### config.mk
export PLATFORM = sky130hd
export DESIGN_NAME = irq_mode_ctrl
export DESIGN_NICKNAME = d
export VERILOG_FILES = /design/src/irq_mode_pkg.sv /design/src/access_timer.sv /design/src/irq_mode_ctrl.sv
export SDC_FILE = /design/constraint.sdc
export NUM_CORES = 1
export LEC_CHECK = 0
export BUFFER_PORTS_ARGS = -buffer_cell sky130_fd_sc_hd__buf_2
export CORE_MARGIN = 8
export CORE_UTILIZATION = 40
export CTS_BUF_LIST = sky130_fd_sc_hd__clkbuf_8
export CTS_CLUSTER_DIAMETER = 150
export DETAILED_ROUTE_END_ITERATION = 16
export GPL_TIMING_DRIVEN = 0
export HOLD_SLACK_MARGIN = 0.06
export PLACE_DENSITY = 0.65
export SYNTH_ARGS = -nofsm -noshare
export SYNTH_HDL_FRONTEND = slang
export SYNTH_HIERARCHICAL = 1
export SYNTH_SLANG_ARGS = --single-unit
### constraint.sdc
create_clock -name clk_sys_i -period 1.49 [get_ports clk_sys_i]
set_input_delay 0.0745 -clock clk_sys_i [delete_from_list [all_inputs] [get_ports clk_sys_i]]
set_output_delay 0.0745 -clock clk_sys_i [all_outputs]
set_load 0.05 [all_outputs]
### src/irq_mode_pkg.sv
// Package: register map, bit layout and timing constants of the interrupt and mode block
package irq_mode_pkg;
  // ----------------------------------------------------------------
  // Register map
  // ----------------------------------------------------------------
  localparam logic [3:0] ADDR_EVENT    = 4'he;
  localparam logic [3:0] ADDR_OPMODE   = 4'hf;
  localparam logic [7:0] RESET_EVENT   = 8'h00;
  localparam logic [7:0] RESET_MASK    = 8'h00;
  localparam logic [7:0] RESET_OPMODE  = 8'h00;
  localparam int         EVENT_W       = 8;

  // ----------------------------------------------------------------
  // Event bit positions
  // ----------------------------------------------------------------
  localparam int BIT_TIMER    = 7;
  localparam int BIT_SIGFIFO  = 6;
  localparam int BIT_MONFIFO  = 5;
  localparam int BIT_MONACT   = 4;
  localparam int BIT_FRAMING  = 3;
  localparam int BIT_MISMATCH = 2;
  localparam int BIT_SYNCWIN  = 1;
  localparam int BIT_SYNCOVF  = 0;

  // ----------------------------------------------------------------
  // Operation mode bit positions and codes
  // ----------------------------------------------------------------
  localparam int BIT_MODE_HI    = 7;
  localparam int BIT_MODE_LO    = 6;
  localparam int BIT_PCM_SB     = 5;
  localparam int BIT_PCM_TL     = 4;
  localparam int BIT_CFI_DRV    = 3;
  localparam int BIT_MON_PROTO  = 2;
  localparam int BIT_CFI_SB     = 1;
  localparam int BIT_BANK       = 0;

  localparam logic [1:0] MODE_RESET = 2'h0;
  localparam logic [1:0] MODE_TEST  = 2'h1;
  localparam logic [1:0] MODE_INIT  = 2'h2;
  localparam logic [1:0] MODE_NORM  = 2'h3;
  localparam logic [7:0] CMD_CM_RESET = 8'h70;
  localparam logic [3:0] CODE_UNASSIGNED = 4'h0;

  // ----------------------------------------------------------------
  // Access durations in reference clock cycles, times ten
  // ----------------------------------------------------------------
  localparam int T_RESET_X10 = 2560;
  localparam int T_INIT_X10  = 25;
  localparam int T_NORM_X10  = 95;
  localparam int T_TRI_X10   = 10350;
  localparam int T_TEST_X10  = 20570;
  // Each time rounds down, at least one cycle
  localparam int CYC_RESET   = (T_RESET_X10 / 10 < 1) ? 1 : T_RESET_X10 / 10;
  localparam int CYC_INIT    = (T_INIT_X10 / 10 < 1) ? 1 : T_INIT_X10 / 10;
  localparam int CYC_NORM    = (T_NORM_X10 / 10 < 1) ? 1 : T_NORM_X10 / 10;
  localparam int CYC_TRI     = (T_TRI_X10 / 10 < 1) ? 1 : T_TRI_X10 / 10;
  localparam int CYC_TEST    = (T_TEST_X10 / 10 < 1) ? 1 : T_TEST_X10 / 10;
  localparam int CNT_W       = 12;

  // ----------------------------------------------------------------
  // Carriers
  // ----------------------------------------------------------------
  typedef struct packed {
    logic timer_expire;
    logic sigfifo_nonempty;
    logic monfifo_done;
    logic monitor_found;
    logic pcm_sync_status;
    logic mismatch_detect;
    logic sync_window_open;
    logic sync_window_miss;
  } event_src_t;

  typedef struct packed {
    logic       start;
    logic       tristate_init;
    logic [7:0] command;
    logic [7:0] data;
  } mem_req_t;
endpackage : irq_mode_pkg

### src/access_timer.sv
// Access timer: counts out one control memory access of given length
`timescale 1ns/1ps
`default_nettype none
module access_timer #(
  parameter int CNT_W = 12
) (
  // Clock and reset
  input  wire logic             clk_sys_i,
  input  wire logic             sys_rst_i,
  // Control
  input  wire logic             start_i,
  input  wire logic [CNT_W-1:0] length_i,
  // Status
  output logic                  busy_o,
  output logic                  done_o
);
  logic [CNT_W-1:0] count_reg;

  // Down counter loaded on start, done pulses in the cycle after the last busy cycle
  always_ff @(posedge clk_sys_i or posedge sys_rst_i) begin
    if (sys_rst_i) begin
      count_reg <= '0;
      busy_o    <= 1'b0;
      done_o    <= 1'b0;
    end else begin
      done_o <= 1'b0;
      if (start_i && !busy_o) begin
        count_reg <= length_i;
        busy_o    <= 1'b1;
      end else if (busy_o) begin
        if (count_reg <= CNT_W'(1)) begin
          busy_o <= 1'b0;
          done_o <= 1'b1;
        end
        count_reg <= count_reg - CNT_W'(1);
      end
    end
  end
endmodule // access_timer
`default_nettype wire

### src/irq_mode_ctrl.sv
// Interrupt status, mask and operation mode logic of the switching controller
`timescale 1ns/1ps
`default_nettype none
// Function
// - Timer flag in bit 7 sets on each expiry with interrupt enabled, clears on read.
// - Timer events repeat every expiry until timer value register is written.
// - Signaling FIFO flag follows FIFO non-empty; status read does not clear it.
// - Monitor FIFO flag sets on command completion, clears on status read.
// - Monitor active flag sets when search finds channel, clears on read.
// - Framing flag sets on any sync status change, clears on read.
// - Mismatch flag sets on detect, clears on read, rearms after detail read.
// - Sync window flag sets on window open only with a channel enabled.
// - Sync overflow flag sets when window missed, clears on read.
// - Mask bit one suppresses interrupt for same status bit.
// - Masked events are held and shown once the mask clears.
// - Signaling FIFO flag shows while masked but raises no interrupt.
// - Mask write with unmasked event pending drops interrupt briefly.
// - Mode 00 clears all control memory within 256 cycles; interfaces off.
// - Reset command 70 hex writes data value and code 0000 everywhere.
// - Mode 10 accesses take at most 2.5 reference cycles, no switching.
// - Mode 11 interfaces run; access 9 cycles, tristate init 1035.
// - Monitor protocol bit enables the handshake facility when one.
// - PCM standby zero floats transmit pins, tristate controls high.
// - PCM test loop loops transmit to receive, ignores external receive.
// - CFI standby zero floats CFI data, clock and frame outputs.
module irq_mode_ctrl #(
  parameter int CNT_W = irq_mode_pkg::CNT_W
) (
  // Clock and reset
  input  wire logic                    clk_sys_i,
  input  wire logic                    sys_rst_i,
  // Register port
  input  wire logic [3:0]              reg_addr_i,
  input  wire logic                    reg_rd_i,
  input  wire logic                    reg_wr_i,
  input  wire logic [7:0]              reg_wdata_i,
  output logic      [7:0]              reg_rdata_o,
  // Event sources, same clock domain
  input  wire irq_mode_pkg::event_src_t evt_i,
  input  wire logic                    timer_irq_en_i,
  input  wire logic                    timer_value_wr_i,
  input  wire logic                    mismatch_detail_rd_i,
  input  wire logic                    sync_chan_en_i,
  // Memory access request
  input  wire irq_mode_pkg::mem_req_t  mem_req_i,
  // Interrupt and mode outputs
  output logic                         irq_o,
  output logic      [1:0]              mode_o,
  output logic                         normal_switching_o,
  output logic                         all_locations_o,
  output logic                         handshake_en_o,
  output logic                         pcm_tx_oe_o,
  output logic                         pcm_tsc_inactive_o,
  output logic                         pcm_loop_o,
  output logic                         cfi_oe_o,
  output logic                         cfi_open_drain_o,
  output logic                         bank_sel_o,
  output logic                         mem_busy_o,
  output logic                         mem_done_o,
  output logic      [7:0]              mem_fill_data_o,
  output logic      [3:0]              mem_fill_code_o
);
  // ----------------------------------------------------------------
  // Declarations
  // ----------------------------------------------------------------
  localparam int EW = irq_mode_pkg::EVENT_W;

  typedef enum logic [2:0] {
    ACC_IDLE = 3'b001,
    ACC_RUN  = 3'b010,
    ACC_DONE = 3'b100
  } acc_state_t;

  logic [EW-1:0]  event_reg;
  logic [EW-1:0]  mask_reg;
  logic [7:0]     opmode_reg;
  logic [EW-1:0]  set_vec;
  logic [EW-1:0]  visible;
  logic [EW-1:0]  clr_vec;
  logic           status_rd;
  logic           mask_wr;
  logic           pss_reg;
  logic           timer_armed_reg;
  logic           mismatch_armed_reg;
  logic           irq_drop_reg;
  logic [1:0]     mode;
  logic           mode_run;
  logic [CNT_W-1:0] acc_len;
  logic           acc_busy;
  logic           acc_done;
  logic           acc_start;
  acc_state_t     acc_state_reg;

  assign status_rd = reg_rd_i && (reg_addr_i == irq_mode_pkg::ADDR_EVENT);
  assign mask_wr   = reg_wr_i && (reg_addr_i == irq_mode_pkg::ADDR_EVENT);
  assign mode      = opmode_reg[irq_mode_pkg::BIT_MODE_HI:irq_mode_pkg::BIT_MODE_LO];
  // Interfaces run in modes 01 and 11
  assign mode_run  = opmode_reg[irq_mode_pkg::BIT_MODE_LO];

  // ----------------------------------------------------------------
  // Event capture
  // ----------------------------------------------------------------
  // Timer interrupt armed by start with enable, disarmed by value write
  always_ff @(posedge clk_sys_i or posedge sys_rst_i) begin
    if (sys_rst_i) begin
      timer_armed_reg <= 1'b0;
    end else if (timer_value_wr_i) begin
      timer_armed_reg <= 1'b0;
    end else if (timer_irq_en_i) begin
      timer_armed_reg <= 1'b1;
    end
  end

  // Previous sync status for edge detection
  always_ff @(posedge clk_sys_i or posedge sys_rst_i) begin
    if (sys_rst_i) begin
      pss_reg <= 1'b0;
    end else begin
      pss_reg <= evt_i.pcm_sync_status;
    end
  end

  // Mismatch rearm: blocked after set until detail register read
  always_ff @(posedge clk_sys_i or posedge sys_rst_i) begin
    if (sys_rst_i) begin
      mismatch_armed_reg <= 1'b1;
    end else if (mismatch_detail_rd_i) begin
      mismatch_armed_reg <= 1'b1;
    end else if (set_vec[irq_mode_pkg::BIT_MISMATCH]) begin
      mismatch_armed_reg <= 1'b0;
    end
  end

  // Set conditions per event bit
  always_comb begin
    set_vec = '0;
    set_vec[irq_mode_pkg::BIT_TIMER]    = evt_i.timer_expire && timer_armed_reg;
    set_vec[irq_mode_pkg::BIT_MONFIFO]  = evt_i.monfifo_done;
    set_vec[irq_mode_pkg::BIT_MONACT]   = evt_i.monitor_found;
    set_vec[irq_mode_pkg::BIT_FRAMING]  = evt_i.pcm_sync_status ^ pss_reg;
    set_vec[irq_mode_pkg::BIT_MISMATCH] = evt_i.mismatch_detect && mismatch_armed_reg;
    set_vec[irq_mode_pkg::BIT_SYNCWIN]  = evt_i.sync_window_open && sync_chan_en_i;
    set_vec[irq_mode_pkg::BIT_SYNCOVF]  = evt_i.sync_window_miss && sync_chan_en_i;
  end

  // Status visible only where unmasked; FIFO flag always visible
  always_comb begin
    visible = event_reg & ~mask_reg;
    visible[irq_mode_pkg::BIT_SIGFIFO] = event_reg[irq_mode_pkg::BIT_SIGFIFO];
  end

  // Read clears only the bits that were returned
  assign clr_vec = status_rd ? visible : '0;

  // Sticky flags, one per bit except the signaling FIFO level bit; set wins over clear
  generate
    for (genvar i = 0; i < EW; i++) begin : g_flag
      if (i == irq_mode_pkg::BIT_SIGFIFO) begin : g_level
        always_ff @(posedge clk_sys_i or posedge sys_rst_i) begin
          if (sys_rst_i) begin
            event_reg[i] <= irq_mode_pkg::RESET_EVENT[i];
          end else begin
            event_reg[i] <= evt_i.sigfifo_nonempty;
          end
        end
      end else begin : g_sticky
        always_ff @(posedge clk_sys_i or posedge sys_rst_i) begin
          if (sys_rst_i) begin
            event_reg[i] <= irq_mode_pkg::RESET_EVENT[i];
          end else if (set_vec[i]) begin
            event_reg[i] <= 1'b1;
          end else if (clr_vec[i]) begin
            event_reg[i] <= 1'b0;
          end
        end
      end
    end
  endgenerate

  // ----------------------------------------------------------------
  // Registers
  // ----------------------------------------------------------------
  // Mask register, write only
  always_ff @(posedge clk_sys_i or posedge sys_rst_i) begin
    if (sys_rst_i) begin
      mask_reg <= irq_mode_pkg::RESET_MASK;
    end else if (mask_wr) begin
      mask_reg <= reg_wdata_i;
    end
  end

  // Operation mode register
  always_ff @(posedge clk_sys_i or posedge sys_rst_i) begin
    if (sys_rst_i) begin
      opmode_reg <= irq_mode_pkg::RESET_OPMODE;
    end else if (reg_wr_i && (reg_addr_i == irq_mode_pkg::ADDR_OPMODE)) begin
      opmode_reg <= reg_wdata_i;
    end
  end

  // Registered read data; unmapped reads return zero
  always_ff @(posedge clk_sys_i or posedge sys_rst_i) begin
    if (sys_rst_i) begin
      reg_rdata_o <= 8'h00;
    end else if (reg_rd_i) begin
      unique case (reg_addr_i)
        irq_mode_pkg::ADDR_EVENT:  reg_rdata_o <= visible;
        irq_mode_pkg::ADDR_OPMODE: reg_rdata_o <= opmode_reg;
        default:                   reg_rdata_o <= 8'h00;
      endcase
    end
  end

  // ----------------------------------------------------------------
  // Interrupt request
  // ----------------------------------------------------------------
  // Drop held a second cycle after a mask write while an unmasked event pends
  always_ff @(posedge clk_sys_i or posedge sys_rst_i) begin
    if (sys_rst_i) begin
      irq_drop_reg <= 1'b0;
    end else begin
      irq_drop_reg <= mask_wr && |(event_reg & ~mask_reg);
    end
  end

  // Request from unmasked flags, forced low during drop
  always_ff @(posedge clk_sys_i or posedge sys_rst_i) begin
    if (sys_rst_i) begin
      irq_o <= 1'b0;
    end else if (mask_wr || irq_drop_reg) begin
      irq_o <= 1'b0;
    end else begin
      irq_o <= |(event_reg & ~mask_reg);
    end
  end

  // ----------------------------------------------------------------
  // Operation mode outputs
  // ----------------------------------------------------------------
  // Interface and protocol controls from the mode register
  always_ff @(posedge clk_sys_i or posedge sys_rst_i) begin
    if (sys_rst_i) begin
      mode_o             <= irq_mode_pkg::MODE_RESET;
      normal_switching_o <= 1'b0;
      all_locations_o    <= 1'b0;
      handshake_en_o     <= 1'b0;
      pcm_tx_oe_o        <= 1'b0;
      pcm_tsc_inactive_o <= 1'b1;
      pcm_loop_o         <= 1'b0;
      cfi_oe_o           <= 1'b0;
      cfi_open_drain_o   <= 1'b0;
      bank_sel_o         <= 1'b0;
    end else begin
      mode_o             <= mode;
      normal_switching_o <= mode_run;
      all_locations_o    <= (mode == irq_mode_pkg::MODE_TEST);
      handshake_en_o     <= opmode_reg[irq_mode_pkg::BIT_MON_PROTO];
      pcm_tx_oe_o        <= opmode_reg[irq_mode_pkg::BIT_PCM_SB] && mode_run;
      pcm_tsc_inactive_o <= !(opmode_reg[irq_mode_pkg::BIT_PCM_SB] && mode_run);
      pcm_loop_o         <= opmode_reg[irq_mode_pkg::BIT_PCM_TL];
      cfi_oe_o           <= opmode_reg[irq_mode_pkg::BIT_CFI_SB] && mode_run;
      cfi_open_drain_o   <= opmode_reg[irq_mode_pkg::BIT_CFI_DRV];
      bank_sel_o         <= opmode_reg[irq_mode_pkg::BIT_BANK];
    end
  end

  // ----------------------------------------------------------------
  // Memory access timing
  // ----------------------------------------------------------------
  // Access length per mode
  always_comb begin
    unique case (mode)
      irq_mode_pkg::MODE_RESET: acc_len = CNT_W'(irq_mode_pkg::CYC_RESET);
      irq_mode_pkg::MODE_INIT:  acc_len = CNT_W'(irq_mode_pkg::CYC_INIT);
      irq_mode_pkg::MODE_NORM:  acc_len = mem_req_i.tristate_init ?
                                          CNT_W'(irq_mode_pkg::CYC_TRI) :
                                          CNT_W'(irq_mode_pkg::CYC_NORM);
      irq_mode_pkg::MODE_TEST:  acc_len = CNT_W'(irq_mode_pkg::CYC_TEST);
    endcase
  end

  assign acc_start = mem_req_i.start && (acc_state_reg == ACC_IDLE);

  access_timer #(.CNT_W(CNT_W)) u_access_timer (
    .clk_sys_i (clk_sys_i),
    .sys_rst_i (sys_rst_i),
    .start_i   (acc_start),
    .length_i  (acc_len),
    .busy_o    (acc_busy),
    .done_o    (acc_done)
  );

  // Access sequencing
  always_ff @(posedge clk_sys_i or posedge sys_rst_i) begin
    if (sys_rst_i) begin
      acc_state_reg <= ACC_IDLE;
    end else begin
      unique case (acc_state_reg)
        ACC_IDLE: if (acc_start) acc_state_reg <= ACC_RUN;
        ACC_RUN:  if (acc_done) acc_state_reg <= ACC_DONE;
        ACC_DONE: acc_state_reg <= ACC_IDLE;
        default:  acc_state_reg <= ACC_IDLE;
      endcase
    end
  end

  // Fill values for the reset command
  always_ff @(posedge clk_sys_i or posedge sys_rst_i) begin
    if (sys_rst_i) begin
      mem_busy_o      <= 1'b0;
      mem_done_o      <= 1'b0;
      mem_fill_data_o <= 8'h00;
      mem_fill_code_o <= irq_mode_pkg::CODE_UNASSIGNED;
    end else begin
      mem_busy_o <= acc_busy || acc_start;
      mem_done_o <= acc_done;
      if (acc_start && mode == irq_mode_pkg::MODE_RESET &&
          mem_req_i.command == irq_mode_pkg::CMD_CM_RESET) begin
        mem_fill_data_o <= mem_req_i.data;
        mem_fill_code_o <= irq_mode_pkg::CODE_UNASSIGNED;
      end
    end
  end

  // ----------------------------------------------------------------
  // Assertions
  // ----------------------------------------------------------------
  a_sticky_clear: assert property (@(posedge clk_sys_i) disable iff (sys_rst_i)
    status_rd && !set_vec[irq_mode_pkg::BIT_MONFIFO] && visible[irq_mode_pkg::BIT_MONFIFO]
    |=> !event_reg[irq_mode_pkg::BIT_MONFIFO])
    else $error("monitor fifo flag not cleared by read");
  a_set_wins: assert property (@(posedge clk_sys_i) disable iff (sys_rst_i)
    set_vec[irq_mode_pkg::BIT_TIMER] |=> event_reg[irq_mode_pkg::BIT_TIMER])
    else $error("timer event lost");
  a_fifo_follow: assert property (@(posedge clk_sys_i) disable iff (sys_rst_i)
    evt_i.sigfifo_nonempty |=> event_reg[irq_mode_pkg::BIT_SIGFIFO])
    else $error("signaling fifo flag not set");
  a_mismatch_block: assert property (@(posedge clk_sys_i) disable iff (sys_rst_i)
    set_vec[irq_mode_pkg::BIT_MISMATCH] ##1 !mismatch_detail_rd_i |=> !set_vec[irq_mode_pkg::BIT_MISMATCH])
    else $error("mismatch rearmed without detail read");
  a_frame_edge: assert property (@(posedge clk_sys_i) disable iff (sys_rst_i)
    $changed(evt_i.pcm_sync_status) |=> event_reg[irq_mode_pkg::BIT_FRAMING])
    else $error("framing change missed");
  a_irq_drop: assert property (@(posedge clk_sys_i) disable iff (sys_rst_i)
    mask_wr |=> !irq_o)
    else $error("interrupt not dropped on mask write");
  a_irq_masked: assert property (@(posedge clk_sys_i) disable iff (sys_rst_i)
    !mask_wr && !irq_drop_reg && (event_reg & ~mask_reg) == '0 |=> !irq_o)
    else $error("interrupt raised by masked event");
  a_sync_gate: assert property (@(posedge clk_sys_i) disable iff (sys_rst_i)
    !sync_chan_en_i && !event_reg[irq_mode_pkg::BIT_SYNCWIN]
    |=> !event_reg[irq_mode_pkg::BIT_SYNCWIN])
    else $error("sync window flag set with no channel");
  a_init_len: assert property (@(posedge clk_sys_i) disable iff (sys_rst_i)
    acc_start && mode == irq_mode_pkg::MODE_INIT |-> ##[1:3] acc_done)
    else $error("init access too slow");
  a_pcm_float: assert property (@(posedge clk_sys_i) disable iff (sys_rst_i)
    !opmode_reg[irq_mode_pkg::BIT_PCM_SB] |=> !pcm_tx_oe_o && pcm_tsc_inactive_o)
    else $error("pcm outputs driven in standby");
endmodule // irq_mode_ctrl
`default_nettype wire

==> After elaboration in Yosys (flattened, before gate mapping) <==
Cells that the tools add are included.
{ "word_totals": {"in_bits": 46, "elab_cells": 113, "output_inout_bits": 34, "register_bits": 75} }
{ "classes": {"n_addsub": 1, "n_eq_ne": 10, "n_mux": 34, "n_lt_le_gt_ge": 1, "bitwise_logic": 3, "reduce_logical": 31} }
{ "ops": {"columns": ["op", "n"], "rows": [
  ["$pmux W12 S4", 1],
  ["$mux W1", 25],
  ["$mux W12", 2],
  ["$reduce_bool A2 Y1", 10],
  ["$pmux W8 S2", 1],
  ["$logic_and A1 B1 Y1", 14],
  ["$le A12 B1 Y1 const B", 1],
  ["$sub A12 B1 Y12 const B", 1],
  ["$mux W11", 1],
  ["$and A8 B8 Y8", 1],
  ["$eq A4 B4 Y1 const B", 2],
  ["$eq A8 B7 Y1 const B", 1],
  ["$mux W8", 1],
  ["$not A8 Y8", 1],
  ["$reduce_or A8 Y1", 1],
  ["$mux W3", 2],
  ["$pmux W3 S2", 1],
  ["$eq A2 B2 Y1 const B", 2],
  ["$eq A3 B1 Y1 const B", 1],
  ["$eq A3 B2 Y1 const B", 1],
  ["$eq A2 B1 Y1 const B", 1],
  ["$logic_not A1 Y1", 2],
  ["$logic_not A2 Y1", 1],
  ["$logic_or A1 B1 Y1", 2],
  ["4 further kinds", 4]
]} }

==> Longest topological paths before layout <==
{ "depth": {"ltp_word": 5, "mapped_depth": 6, "ltp_nobuf": 5} }

==> By module <==
The synthesis kept the hierarchy.
{ "by_module_without_submodules": {"columns": ["mod", "area_per_inst_um2", "instances", "cells_each", "seq_area_each_um2"], "rows": [
  ["irq_mode_ctrl", 2422.3, 1, 172, 1505.2],
  ["access_timer", 820.8, 1, 89, 350.3]
]} }

==> Worst setup path before layout <==
OpenSTA, ideal clock, no wires.
{ "synth_timing": {"path_type": "reg2reg", "from": "reg acc_state_reg[0]", "to": "reg mem_fill_data_o[0]", "synth_period_minus_slack_ns": 1.547, "setup_time_ns": 0.125, "path_buffers": 1, "setup_slack_ns": -0.057, "path_stages_with_launch": 5, "t_arrival_ns": 1.422, "path_cell_list": "dfstp_2 > and4bb_4 > and4_4 > buf_12 > mux2_4"} }
{ "synth_via": {"elab_chain_len": 4} }
{ "synth_lines": {"columns": ["item", "line_no", "text"], "rows": [
  ["start: declaration", "irq_mode_ctrl.sv:92", "acc_state_t acc_state_reg;"],
  ["start signal: assignment", "irq_mode_ctrl.sv:296", "acc_state_reg <= ACC_IDLE;"],
  ["start signal: assignment", "irq_mode_ctrl.sv:299", "ACC_IDLE: if (acc_start) acc_state_reg <= ACC_RUN;"],
  ["start signal: assignment", "irq_mode_ctrl.sv:300", "ACC_RUN: if (acc_done) acc_state_reg <= ACC_DONE;"],
  ["$eq A3 B1 Y1", "irq_mode_ctrl.sv:282", "assign acc_start = mem_req_i.start && (acc_state_reg == ACC_IDLE);"],
  ["$logic_and A1 B1 Y1", "irq_mode_ctrl.sv:282", null],
  ["net acc_start", "irq_mode_ctrl.sv:91", "logic acc_start;"],
  ["$logic_and A1 B1 Y1 (2 in series)", "irq_mode_ctrl.sv:317", "if (acc_start && mode == irq_mode_pkg::MODE_RESET &&"],
  ["end signal: assignment", "irq_mode_ctrl.sv:319", "mem_fill_data_o <= mem_req_i.data;"],
  ["end: declaration", "irq_mode_ctrl.sv:60", "output logic [7:0] mem_fill_data_o,"]
]} }
The timed path passes the listed nets, and every way through them passes these cells.
A chain may end at the register's enable or synchronous reset.

==> Final worst setup path <==
{ "layout_timing": {"from": "reg acc_state_reg[0]", "to": "reg mem_fill_data_o[3]"} }
Same word-level chain as after synthesis.

==> qor.yml <==
critical_path:
  worstPathCellList: "and4bb_4 > and4_4 > buf_12 > mux2_4"
  rrSetupSlack_ps: -100
  crit_slowest_cell: "dfstp_2"
  path_max_fanout: 8
  reg2reg_depth: 4
  required_ps: 1710
  cp.arrival_ps: 1810
  worstReg2RegEnd: "mem_fill_data_o[3]"
  worstSetupEndpointType: "flip-flop"
  start_kind: "flip-flop"
  critical_path_class: "flip-flop to flip-flop"
  r2r_start: "acc_state_reg[0]"
  critPathMaxStageDelay_ps: 530
routing:
  route.final.wire_length_mm: 7.84
  top_layer_used: "met4"
  num_vias: 2494
  drtIter0Drc: 124
  routed_via_density: 4.96
  route.layer.met1.wl_mm: 3.38
  wl_met2_mm: 4.03
  met3_length_microns: 307
  wl_per_cell_microns: 15.6
  drtPass1Iterations: 4
  drc: 0
  ant_nets: 0
clock_tree:
  cts_tree: "done"
  cts-root-buf: "clkbuf_8"
  cts.htree.levels: 3
  clock_path_buffers: 2
  clk_latency_ps: 330
  cts_buffers: 9
  cts_sinks: 74
  clkTransAtPathRegs_ps: 70
floorplanning:
  start_util_pct: 40.3
  core_area_sq_um: 8050
  core.rowCount: 33
  ios: 80
  dieWidth_microns: 106
  die_height_microns: 106
  die_area_sq_um: 11200
layout:
  insertedDiodeCount: 0
  final_util_pct: 54.5
  area_growth_pct: 35.3
  layout_commonest_cell: "buf_2"
  regArea_sq_um: 1860
  fillers: 715
  drive_above_1_share_pct: 38.4
  multiInputGateArea_sq_um: 1320
  final_cell_mix: "buf_2 (76), dfrtp_1 (70), dlygate4sd3_1 (31), nand2_1 (22), nor2b_1 (17)"
  largest_register_ffs: 12
  fin_area_sq_um: 4390
  final_nets: 441
yosys:
  synth_compound_area_share_pct: 11.3
  synth_top_family_by_area: "simple AND/OR/NAND/NOR gates"
  synth-edff-count: 0
  synth_top_cell_by_area: "dfrtp_1"
  yosysUniqueCellTypes: 55
  synth-xor-area-share_pct: 0.270
  synth_flop_cell: "dfrtp_1"
  ys_top_cells_by_area: "dfrtp_1 (55%), mux2_2 (5.6%), mux2_4 (3.7%)"
  synth.ff_latch_count: 74
  synth_top_area_share_pct: 54.8
  async_flop_share_pct: 100
  synthSimpleGateAreaFrac_pct: 17.3
  muxShareOfSynthArea_pct: 9.26
  yosysWarnings: 6
  syn_inst: 261
  syn_area_sq_um: 3240
  postSynthAreaPerCell_sq_um: 12.4
  synth_adder_area_share_pct: 0.772
  seq_area_frac_synth_pct: 57.2
hold_path:
  worstHoldPathCells: 3
  min_from: "mem_req_i[17]"
  worstHoldPathType: "input pin to flip-flop"
  holdPathEnd: "acc_state_reg[0]"
timing:
  finalSetupViolCount: 12
  timing.fmax_mhz: 628
  slew_violations: 0
  hold_viol_final: 0
  relSlewSlack_pct: 59.8
  period_share_pct: 107
  worst_pin_slew_ps: 603
  timing.final.ws_setup_ps: -102
  finClkSkew_ps: 8.59
  rsz0062_at_grt: "yes"
  fin_crit_ps: 1590
grt:
  grt_usage_pct: 14.4
  grt_overflow: 0
  antenna_found_initial: 0
  grt_max_degree: 61
  grt_pass1_vias: 2631
  grt_pass1_wl_mm: 13.0
power_and_ir_drop:
  p_leak_nw: 2.09
  ir_worst_vdd_uv: 478
  p_per_area_nw_per_um2: 1100
placed_design:
  dpl_worst_slack_ps: -105
  gp_congestion: 0.829
  place_hpwl_mm: 5.30
  numPortBuffers: 75
  dpl_cell_area_sq_um: 3790
outcome:
  violations: "setup timing"
  status: "finished, violations left"
flow_run:
  maxCapViolCount: 0
==> cells in the mapped netlist (3+ instances only) <==
cell type,number
inv_1,10
nor2_1,11
buf_4,6
nand3_1,6
o21a_1,4
dfrtp_1,71
a21oi_1,7
nand2b_1,3
nor2_2,3
o22a_1,3
nor3_1,3
a221o_1,8
o21ai_0,3
dfstp_2,3
mux2_4,8
o31ai_1,7
nand2_1,22
mux2_2,16
o22ai_1,3
nor2b_1,18
nand4_1,3
==> worst max-delay path, delay by kind of cell, from the launching register on <==
| family | cells | cell delay [ps] |
|---|---|---|
| buffers and inverters | 1 | 130 |
| AND/OR/NAND/NOR | 2 | 510 |
| flip-flops | 1 | 530 |
| multiplexers | 1 | 300 |
==> metal layers <==
| layer | GRT usage (%) | vias up |
|---|---|---|
| met5 | 0 | - |
| met1 | 16.9 | 1239 |
| li1 | - | 1190 |
| met4 | 6.53 | 0 |
| met2 | 24.5 | 54 |
| met3 | 3.39 | 11 |
==> kinds of logic after synthesis <==
group	after synthesis
multiplexers	24
flip-flops	74
AO/OA/AOI/OAI	48
adder cells (fa/ha/maj)	2
XOR/XNOR	1
buffers and inverters	21
AND/OR/NAND/NOR	90
other	1
==> worst max path at each step <==
stage                                 from            endpoint  slack (ps)  cells after the start
after global placement    acc_state_reg[0]  mem_fill_data_o[6]         -80                      4
after floorplan           acc_state_reg[0]  mem_fill_data_o[0]         -40                      4
after CTS                 acc_state_reg[0]  mem_fill_data_o[3]        -100                      4
after detailed placement  acc_state_reg[0]  mem_fill_data_o[5]        -100                      4
after global routing      acc_state_reg[0]  mem_fill_data_o[6]        -150                      4
final                     acc_state_reg[0]  mem_fill_data_o[3]        -100                      4
==> where the power goes <==
part | switching [mW] | total, mW | internal [mW]
logic | 0.533 | 0.844 | 0.311
clock network | 0.730 | 1.66 | 0.929
registers | 0.128 | 2.33 | 2.20
total | 1.39 | 4.83 | 3.44
==> final cells by class <==
cell class	count	area share, %
sequential	74	42.3
inverter	10	0.941
buffer	11	2.02
clock inverter	7	1.97
multi-input combinational	175	30.0
timing repair buffer	112	16.9
tap	105	2.99
clock buffer	9	2.82
==> stage by stage <==
stage          setup TNS, ps  instances  hold WS (ps)  total power, mW
2_1_floorplan           -295        270         -36.3             2.89
3_3_place_gp            -912        450           185             3.13
3_5_place_dp           -1150        450           197             3.14
4_1_cts                 -993        499          60.6             4.86
5_1_grt                -1740        503          70.8             5.06
6_report                -949        503          77.3             4.83
==> repair_timing <==
item / in CTS / in global routing
endpoints found under the hold margin: 49 / 0
hold buffers: 31 / 0
buffers inserted: 2 / 3
endpoints found under the setup margin: 18 / 19
pin swaps: 2 / 1
resized for setup: 4 / 4
Power figures use the tool's default switching activity.
